### config.mk
export PLATFORM = sky130hd
export DESIGN_NAME = phr_pin_control
export DESIGN_NICKNAME = d
export VERILOG_FILES = /design/src/logic/phr_pin_control.v
export VERILOG_INCLUDE_DIRS = /design/src /design/src/logic
export SDC_FILE = /design/constraint.sdc
export NUM_CORES = 1
export LEC_CHECK = 0
export ABC_AREA = 1
export BUFFER_PORTS_ARGS = -buffer_cell sky130_fd_sc_hd__clkbuf_2
export CORE_ASPECT_RATIO = 0.75
export CORE_UTILIZATION = 45
export CTS_CLUSTER_SIZE = 28
export DETAILED_ROUTE_END_ITERATION = 10
export GPL_ROUTABILITY_DRIVEN = 0
export PLACE_DENSITY = 0.77
export SYNTH_ARGS = -nofsm -noshare
export SYNTH_HDL_FRONTEND = slang
export SYNTH_SLANG_ARGS = --single-unit
### constraint.sdc
create_clock -name clk_in -period 3.15 [get_ports clk_in]
set_input_delay 0.1575 -clock clk_in [delete_from_list [all_inputs] [get_ports clk_in]]
set_output_delay 0.1575 -clock clk_in [all_outputs]
set_load 0.02 [all_outputs]
### src/logic/phr_defines.vh
// Purpose: Constants for the pin function and protection block
// Assumes: Byte addressed Avalon-MM slave, 32-bit data
// Notes: Offsets are byte addresses
`ifndef PHR_DEFINES_VH
`define PHR_DEFINES_VH

// ****************************************
// Register offsets
// ****************************************
`define PHR_OFS_STATUS 4'h0
`define PHR_OFS_FUNC 4'h4
`define PHR_OFS_READ 4'h8
`define PHR_OFS_PINSTAT 4'hc

// ****************************************
// Status register fields
// ****************************************
`define PHR_ST_SWD 7
`define PHR_ST_QE 6
`define PHR_ST_BP_HI 5
`define PHR_ST_BP_LO 2
`define PHR_ST_RST 8'h00

// ****************************************
// Function and read register fields
// ****************************************
`define PHR_FN_RSTDIS 0
`define PHR_FN_RST 8'h00
`define PHR_RD_PRSEL 7
`define PHR_RD_RST 8'h00

// ****************************************
// Pin status fields
// ****************************************
`define PHR_PS_PAUSED 0
`define PHR_PS_HWRST 1
`define PHR_PS_SEL 2
`define PHR_PS_WP 3
`define PHR_PS_MODE_HI 5
`define PHR_PS_MODE_LO 4
`define PHR_PS_REJ 8

// ****************************************
// Shared pin modes
// ****************************************
`define PHR_MODE_PAUSE 2'h0
`define PHR_MODE_RESET 2'h1
`define PHR_MODE_QUAD 2'h2

// ****************************************
// Pin sampler
// ****************************************
`define PHR_NPIN 5
`define PHR_PIN_SCLK 4
`define PHR_PIN_SELN 3
`define PHR_PIN_WP 2
`define PHR_PIN_HOLD 1
`define PHR_PIN_RSTN 0
`define PHR_PIN_IDLE 5'h0f

`endif

### src/logic/phr_pin_control.v
// Purpose: Pin function, status write protection, pause and hardware reset
// Assumes: Pins are asynchronous to clk_in and sampled through three flops
// Notes: Serial clock edges are found by oversampling the sampled clock pin
//
// The implementer's own choices: the placing of the registers and the Avalon-MM slave port.
`timescale 1ns/1ps
`include "phr_defines.vh"

module phr_pin_control #(
    parameter HAS_RESET_PIN = 1
) (
    // Clock and reset
    input wire clk_in,
    input wire resetn_in,
    // Avalon-MM slave
    input wire [3:0] avs_address_in,
    input wire avs_read_in,
    input wire avs_write_in,
    input wire [31:0] avs_writedata_in,
    output reg [31:0] avs_readdata_out,
    output reg avs_waitrequest_out,
    // Serial pins
    input wire sclk_in,
    input wire sel_n_in,
    input wire wp_io2_in,
    input wire hold_io3_in,
    input wire reset_n_in,
    output reg so_oe_out,
    output reg io2_out,
    output reg io2_oe_out,
    output reg io3_out,
    output reg io3_oe_out,
    // Core side
    input wire core_so_oe_in,
    input wire core_io2_in,
    input wire core_io2_oe_in,
    input wire core_io3_in,
    input wire core_io3_oe_in,
    input wire core_busy_in,
    output reg sclk_rise_out,
    output reg sclk_fall_out,
    output reg quad_line_2_out,
    output reg quad_line_3_out,
    output reg selected_out,
    output reg paused_out,
    output reg hw_reset_out,
    output reg reset_lost_out
);

    // ****************************************
    // Pin sampling
    // ****************************************
    wire [`PHR_NPIN-1:0] pin_raw;
    reg [`PHR_NPIN-1:0] pin_s1_r;
    reg [`PHR_NPIN-1:0] pin_s2_r;
    reg [`PHR_NPIN-1:0] pin_s3_r;
    reg [`PHR_NPIN-1:0] pin_r;
    reg sclk_d_r;

    assign pin_raw = {sclk_in, sel_n_in, wp_io2_in, hold_io3_in, reset_n_in};

    // Idle pin levels, so no false select or clock edge follows reset
    localparam [`PHR_NPIN-1:0] PIN_IDLE = `PHR_PIN_IDLE;

    genvar gi;
    generate
        for (gi = 0; gi < `PHR_NPIN; gi = gi + 1)
        begin : g_pin
            // Level counts once stages two and three agree
            always @(posedge clk_in)
            begin
                if (!resetn_in)
                begin
                    pin_s1_r[gi] <= PIN_IDLE[gi];
                    pin_s2_r[gi] <= PIN_IDLE[gi];
                    pin_s3_r[gi] <= PIN_IDLE[gi];
                    pin_r[gi] <= PIN_IDLE[gi];
                end
                else
                begin
                    pin_s1_r[gi] <= pin_raw[gi];
                    pin_s2_r[gi] <= pin_s1_r[gi];
                    pin_s3_r[gi] <= pin_s2_r[gi];
                    if (pin_s2_r[gi] == pin_s3_r[gi])
                    begin
                        pin_r[gi] <= pin_s3_r[gi];
                    end
                end
            end
        end
    endgenerate

    // ****************************************
    // Registers
    // ****************************************
    reg [7:0] status_r;
    reg [7:0] func_r;
    reg [7:0] rdreg_r;
    reg reject_r;
    reg [31:0] rdata_nxt;
    wire req;
    wire wr_take;
    wire wr_status;
    wire wr_func;
    wire wr_read;
    wire wr_pinstat;
    wire status_locked;
    wire rej_set;
    wire quad_enable;
    wire status_write_disable;
    wire pause_reset_select;
    wire rst_pin_en;
    reg [1:0] mode_nxt;

    assign quad_enable = status_r[`PHR_ST_QE];
    assign status_write_disable = status_r[`PHR_ST_SWD];
    assign pause_reset_select = rdreg_r[`PHR_RD_PRSEL];
    assign rst_pin_en = (HAS_RESET_PIN != 0) && !func_r[`PHR_FN_RSTDIS];

    assign req = (avs_read_in || avs_write_in) && avs_waitrequest_out;
    // Writes land at the edge where the master sees waitrequest low
    assign wr_take = avs_write_in && !avs_waitrequest_out;

    // Register write decode
    assign wr_status = wr_take && (avs_address_in == `PHR_OFS_STATUS);
    assign wr_func = wr_take && (avs_address_in == `PHR_OFS_FUNC);
    assign wr_read = wr_take && (avs_address_in == `PHR_OFS_READ);
    assign wr_pinstat = wr_take && (avs_address_in == `PHR_OFS_PINSTAT);
    // protect lock, no lock when clear, protect ignored in quad
    assign status_locked = status_write_disable && !pin_r[`PHR_PIN_WP] && !quad_enable;
    assign rej_set = wr_status && status_locked;

    always @*
    begin
        rdata_nxt = 32'h0000_0000;
        case (avs_address_in)
            `PHR_OFS_STATUS:
            begin
                rdata_nxt[7:0] = status_r;
            end
            `PHR_OFS_FUNC:
            begin
                rdata_nxt[7:0] = func_r;
            end
            `PHR_OFS_READ:
            begin
                rdata_nxt[7:0] = rdreg_r;
            end
            `PHR_OFS_PINSTAT:
            begin
                rdata_nxt[`PHR_PS_PAUSED] = paused_out;
                rdata_nxt[`PHR_PS_HWRST] = hw_reset_out;
                rdata_nxt[`PHR_PS_SEL] = selected_out;
                rdata_nxt[`PHR_PS_WP] = pin_r[`PHR_PIN_WP];
                rdata_nxt[`PHR_PS_MODE_HI:`PHR_PS_MODE_LO] = mode_nxt;
                rdata_nxt[`PHR_PS_REJ] = reject_r;
            end
            default:
            begin
                rdata_nxt = 32'h0000_0000;
            end
        endcase
    end

    // Request taken while waitrequest high, answered one cycle later
    always @(posedge clk_in)
    begin
        if (!resetn_in)
        begin
            avs_waitrequest_out <= 1'b1;
            avs_readdata_out <= 32'h0000_0000;
        end
        else if (req)
        begin
            avs_waitrequest_out <= 1'b0;
            avs_readdata_out <= avs_read_in ? rdata_nxt : 32'h0000_0000;
        end
        else
        begin
            avs_waitrequest_out <= 1'b1;
        end
    end

    always @(posedge clk_in)
    begin
        if (!resetn_in)
        begin
            status_r <= `PHR_ST_RST;
            func_r <= `PHR_FN_RST;
            rdreg_r <= `PHR_RD_RST;
            reject_r <= 1'b0;
        end
        else
        begin
            if (wr_status && !status_locked)
            begin
                status_r[`PHR_ST_SWD:`PHR_ST_BP_LO] <=
                    avs_writedata_in[`PHR_ST_SWD:`PHR_ST_BP_LO];
            end
            if (wr_func)
            begin
                func_r[`PHR_FN_RSTDIS] <= avs_writedata_in[`PHR_FN_RSTDIS];
            end
            if (wr_read)
            begin
                rdreg_r[`PHR_RD_PRSEL] <= avs_writedata_in[`PHR_RD_PRSEL];
            end
            // Sticky reject flag, set wins over write-one clear
            if (rej_set)
            begin
                reject_r <= 1'b1;
            end
            else if (wr_pinstat && avs_writedata_in[`PHR_PS_REJ])
            begin
                // Write one to clear
                reject_r <= 1'b0;
            end
        end
    end

    // ****************************************
    // Shared pin function
    // ****************************************
    always @*
    begin
        if (quad_enable)
        begin
            mode_nxt = `PHR_MODE_QUAD;
        end
        else if (rst_pin_en)
        begin
            mode_nxt = `PHR_MODE_PAUSE;
        end
        else if (pause_reset_select)
        begin
            mode_nxt = `PHR_MODE_RESET;
        end
        else
        begin
            mode_nxt = `PHR_MODE_PAUSE;
        end
    end

    // ****************************************
    // Pause, reset and select
    // ****************************************
    wire sel_now;
    wire hwrst_now;
    wire pause_now;
    wire sclk_rise;
    wire sclk_fall;
    wire run;

    assign sel_now = !pin_r[`PHR_PIN_SELN];
    // reset from dedicated or shared pin
    assign hwrst_now = (rst_pin_en && !pin_r[`PHR_PIN_RSTN]) ||
                       ((mode_nxt == `PHR_MODE_RESET) && !pin_r[`PHR_PIN_HOLD]);
    assign pause_now = (mode_nxt == `PHR_MODE_PAUSE) && !pin_r[`PHR_PIN_HOLD] && sel_now;
    assign run = sel_now && !pause_now && !hwrst_now;
    assign sclk_rise = pin_r[`PHR_PIN_SCLK] && !sclk_d_r;
    assign sclk_fall = !pin_r[`PHR_PIN_SCLK] && sclk_d_r;

    always @(posedge clk_in)
    begin
        if (!resetn_in)
        begin
            sclk_d_r <= 1'b0;
            sclk_rise_out <= 1'b0;
            sclk_fall_out <= 1'b0;
            selected_out <= 1'b0;
            paused_out <= 1'b0;
            hw_reset_out <= 1'b0;
            reset_lost_out <= 1'b0;
        end
        else
        begin
            sclk_d_r <= pin_r[`PHR_PIN_SCLK];
            // edges dropped while paused, resume keeps progress
            sclk_rise_out <= sclk_rise && run;
            sclk_fall_out <= sclk_fall && run;
            selected_out <= sel_now && !hwrst_now;
            paused_out <= pause_now && !hwrst_now;
            hw_reset_out <= hwrst_now;
            // flag reset hitting a busy core
            reset_lost_out <= hwrst_now && core_busy_in;
        end
    end

    // ****************************************
    // Output drivers
    // ****************************************
    always @(posedge clk_in)
    begin
        if (!resetn_in)
        begin
            so_oe_out <= 1'b0;
            io2_out <= 1'b0;
            io2_oe_out <= 1'b0;
            io3_out <= 1'b0;
            io3_oe_out <= 1'b0;
            quad_line_2_out <= 1'b0;
            quad_line_3_out <= 1'b0;
        end
        else
        begin
            so_oe_out <= core_so_oe_in && run;
            // Data copies run free; the enables decide what reaches the pins
            io2_out <= core_io2_in;
            io3_out <= core_io3_in;
            // quad lines drive only in quad mode
            io2_oe_out <= core_io2_oe_in && quad_enable && run;
            io3_oe_out <= core_io3_oe_in && quad_enable && run;
            // input lines frozen while not running
            if (run && quad_enable)
            begin
                quad_line_2_out <= pin_r[`PHR_PIN_WP];
                quad_line_3_out <= pin_r[`PHR_PIN_HOLD];
            end
        end
    end

endmodule // phr_pin_control

# Yosys cells after proc, flatten, opt, wreduce, memory -nomap -nowiden
# Index checks and enable logic that the tools add are counted.
totals:
  output_inout_bits: 46
  regBits: 76
  word_cells: 106
  inputBits: 51
classes:
  n_mux: 10
  reduce_logical: 47
  eq_ne: 9
op_table:
  columns: ["operator", "count"]
  rows:
  - ["1-bit logical AND", 30]
  - ["6-bit one-hot mux with 3 select lines", 1]
  - ["1-bit logical NOT", 12]
  - ["9-bit two-way mux", 1]
  - ["4-bit equality test, second input constant", 2]
  - ["1-bit two-way mux", 6]
  - ["1-bit equality test", 5]
  - ["4-bit by 3-bit equality test with 1-bit output, second input constant", 1]
  - ["4-bit logical NOT", 1]
  - ["2-bit one-hot mux with 2 select lines", 1]
  - ["2-bit by 1-bit equality test with 1-bit output, second input constant", 1]
  - ["2-bit logical NOT", 1]
  - ["1-bit logical OR", 2]
  - ["2-bit two-way mux", 1]
  - ["2-bit nonzero test", 1]

# Logic depth before layout (Yosys ltp)
depth:
  depth_word: 10
  ltp_mapped: 7
  ltp_nobuf: 7

# Worst setup path after synthesis
# Ideal clock, no wire load.
synth_timing:
  path_type: "flip-flop to flip-flop"
  start: "register avs_waitrequest_out"
  end: "register status_r[2]"
  t_required_ps: 3037
  t_arrival_ps: 989
  synth_period_minus_slack_ps: 1102
  stages_incl_launch_ff: 7
  setup_ps: 113
  path_buffers: 0
  setup_slack_ps: 2048
  cell_sequence: "dfxtp_1 > nor2_2 > inv_1 > nor2_4 > nand3b_1 > nand2_1 > nor2_1"
synth_between:
  elab_chain_len: 4
synth_lines:
  columns: ["item", "line_no", "rtl"]
  rows:
  - ["from (decl)", "phr_pin_control.v:21", "output reg avs_waitrequest_out,"]
  - ["from (signal assigned)", "phr_pin_control.v:170", "avs_waitrequest_out <= 1'b1;"]
  - ["from (signal assigned)", "phr_pin_control.v:175", "avs_waitrequest_out <= 1'b0;"]
  - ["from (signal assigned)", "phr_pin_control.v:180", "avs_waitrequest_out <= 1'b1;"]
  - ["1-bit logical NOT", "phr_pin_control.v:122", "assign wr_take = avs_write_in && !avs_waitrequest_out;"]
  - ["1-bit logical AND", "phr_pin_control.v:122", null]
  - ["1-bit logical AND", "phr_pin_control.v:125", "assign wr_status = wr_take && (avs_address_in == `PHR_OFS_STATUS);"]
  - ["1-bit logical AND", "phr_pin_control.v:195", "if (wr_status && !status_locked)"]
  - ["to (signal assigned)", "phr_pin_control.v:188", "status_r <= `PHR_ST_RST;"]
  - ["to (signal, indexed assignment)", "phr_pin_control.v:197", "status_r[`PHR_ST_SWD:`PHR_ST_BP_LO] <="]
  - ["to (decl)", "phr_pin_control.v:96", "reg [7:0] status_r;"]
# Every way passes these cells.
# A chain may end at the register's enable or synchronous reset.

==> results.toml <==
[critical_path]
r2r_cells = 7
crit_fanout = 27
critPathArrivalTime_ns = 1.55
rr_startpoint = "func_r[0]"
crit_type = "in -> reg"
startpoint = "resetn_in"
r2r_slack_ns = 1.89
cp_data_required_time_ns = 3.36
r2r-end = "quad_line_2_out"
endpoint = "pin_r[3]"
end_kind = "register"
critPathLaunchType = "input pin"

[cts]
cts_resized = 0
htree_levels = 2
post-cts-setup-buffers = 0
root_buffer = "clkbuf_8"
cts_buffer_depth = 2
cts_sinks = 53
cts_tree = "done"
cts_inserted_buffers = 5
clkTransAtPathRegs_ns = 0.10
clock_latency_ns = 0.30
cts-hold-fix-buffers = 0

[synthesis]
ys.flop_type = "dfxtp_1"
ys.warnings.count = 0
synth_edf_count = 0
postSynthAreaPerCell_um2 = 8.08
synthArstFlopShare_pct = 0
ys_types = 26
ys_seq_area_share_pct = 49.9
synth_area_mm2 = 0.00212
ys_ff_latch = 53
netlist_instances = 263

[die]
die_h_um = 61.5
dieWidth_um = 81.3
die_area_mm2 = 0.00500
io_pins = 97
coreArea_mm2 = 0.00449
rows = 21
start_util_pct = 47.3

[placement]
port_buffers = 49
placedCellCount = 363
dp_hpwl_mm = 2.89

[sta]
period_needed_ns = 1.34
clock_skew_ns = 0.00793
setup_viol = 0
rsz0062_at_grt = "no"
fin_setup_tns_ns = 0
max_freq_mhz = 747
slew-limit-headroom_pct = 53.8
worst_pin_slew_ns = 0.692
finalHoldViolCount = 0
fin_crit_sh_pct = 42.5
drv_slew = 0

[pwr]
swShare_pct = 24.9
p_int_w = 0.000890
seqPwrFrac_pct = 57.9
total_power_w = 0.00118
leakagePower_nw = 1.17
p_per_area_mw_per_mm2 = 488
pwr-share-comb_pct = 7.8
vdd_drop_max_v = 0.000317
power.switching_w = 0.000294
clkPwrFrac_pct = 34.3

[layout]
drive_gt1_share_pct = 26.1
final_common_cell = "nand2_1"
antenna_cells = 0
finalNonFillerCells = 371
multi_input_area_um2 = 845
regArea_mm2 = 0.00106
num-fill-cells = 435
final_util_pct = 53.9
final_cell_mix = "nand2_1 (57), dfxtp_1 (53), clkbuf_2 (49)"
areaGrowthSynthToFinish_pct = 14.1
fin_nets = 364

[grt]
grt_pass1_wl_mm = 6.21
grt_pass1_vias = 1479
overflow = 0
grt_max_degree = 28
antenna_found_initial = 0
grt_usage_pct = 16.8

[detailed_routing]
drcViolationCount = 0
first_pass_iters = 4
first_iter_violations = 70
routedWlPerCell_um = 10.4
ant_nets = 0
via_count = 1696
routed_wl_mm = 3.87
routed_via_density = 4.57

[flow_run]
maxCapViolations = 0

[outcome]
status = "finished clean"

[min_path]
hp-class = "in -> reg"
-- cell type report --
| cell class | instances | share of cell area (%) |
|---|---|---|
| Clock buffer | 6 | 3.41 |
| Clock inverter | 2 | 0.723 |
| Timing Repair Buffer | 49 | 10.1 |
| Sequential cell | 53 | 43.8 |
| Multi-Input combinational cell | 177 | 34.8 |
| Tap cell | 57 | 2.94 |
| Inverter | 27 | 4.18 |
-- power groups by stage --
stage | Clock, W | Combinational, W | Sequential [W]
2_1_floorplan | 0 | 0.0000852 | 0.000703
3_3_place_gp | 0 | 0.0000911 | 0.000701
3_5_place_dp | 0 | 0.0000924 | 0.000701
4_1_cts | 0.000420 | 0.0000926 | 0.000686
5_1_grt | 0.000445 | 0.000103 | 0.000687
6_report | 0.000406 | 0.0000921 | 0.000686
-- metal layers --
layer / track usage [%] / share of wire (%) / vias to the layer above
li1: - / - / 886
met3: 5.48 / 6.2 / 7
met2: 27.9 / 44 / 50
met5: 0 / 0 / -
met1: 20.3 / 49 / 753
met4: 6.89 / 1.3 / 0
-- registers in the layout, indices dropped and copies added, names as in the netlist, 5 cells and up --
| name | cells |
|---|---|
| pin_s1_r | 5 |
| pin_r | 5 |
| pin_s2_r | 5 |
| status_r | 6 |
| avs_readdata_out | 9 |
| pin_s3_r | 5 |
-- stage by stage --
stage	area [µm²]	hold WS [ns]	setup WS, ns
after floorplan	2210	0.255	2.05
after global placement	2320	0.339	1.46
after detailed placement	2320	0.344	1.44
after CTS	2420	0.0180	1.78
after global routing	2420	0.0130	1.66
final	2420	0.0263	1.81
-- cell families after synthesis --
family / count (synthesis) / share of synthesized area [%]
flops: 53 / 49.9
other cells: 1 / 0.177
compound gates: 27 / 6.77
buf+inv: 55 / 14.2
simple gates: 127 / 28.9
-- worst max-delay path, stage by stage --
cell and delay [ns]:
clkbuf_2 0.36, inv_1 0.43, or2_2 0.41, a21oi_1 0.13
nor2_1 0.05
-- Yosys cell counts (2+ instances only) --
library cell,number,area share [%]
nor3_1,3,0.71
nand4_1,11,3.2
dfxtp_1,53,50
nor2_4,4,2.1
clkbuf_1,2,0.35
nand3b_1,4,1.4
a21oi_1,18,4.2
nand2_1,57,10
nor2_1,23,4.1
inv_1,24,4.2
nand3_2,2,0.94
buf_4,23,8.1
nor2_2,2,0.59
nand3_1,7,1.6
o21ai_0,6,1.4
or2_2,12,3.5
inv_2,3,0.53
-- how the worst min path moves through the flow --
stage / cells past startpoint / endpoint / startpoint
2_1_floorplan: 2 / io2_out / core_io2_in
3_3_place_gp: 3 / io3_out / core_io3_in
3_5_place_dp: 3 / io3_out / core_io3_in
4_1_cts: 3 / io3_out / core_io3_in
5_1_grt: 2 / pin_s1_r[2] / wp_io2_in
6_report: 3 / pin_s1_r[4] / sclk_in
Power figures use the tool's default switching activity.
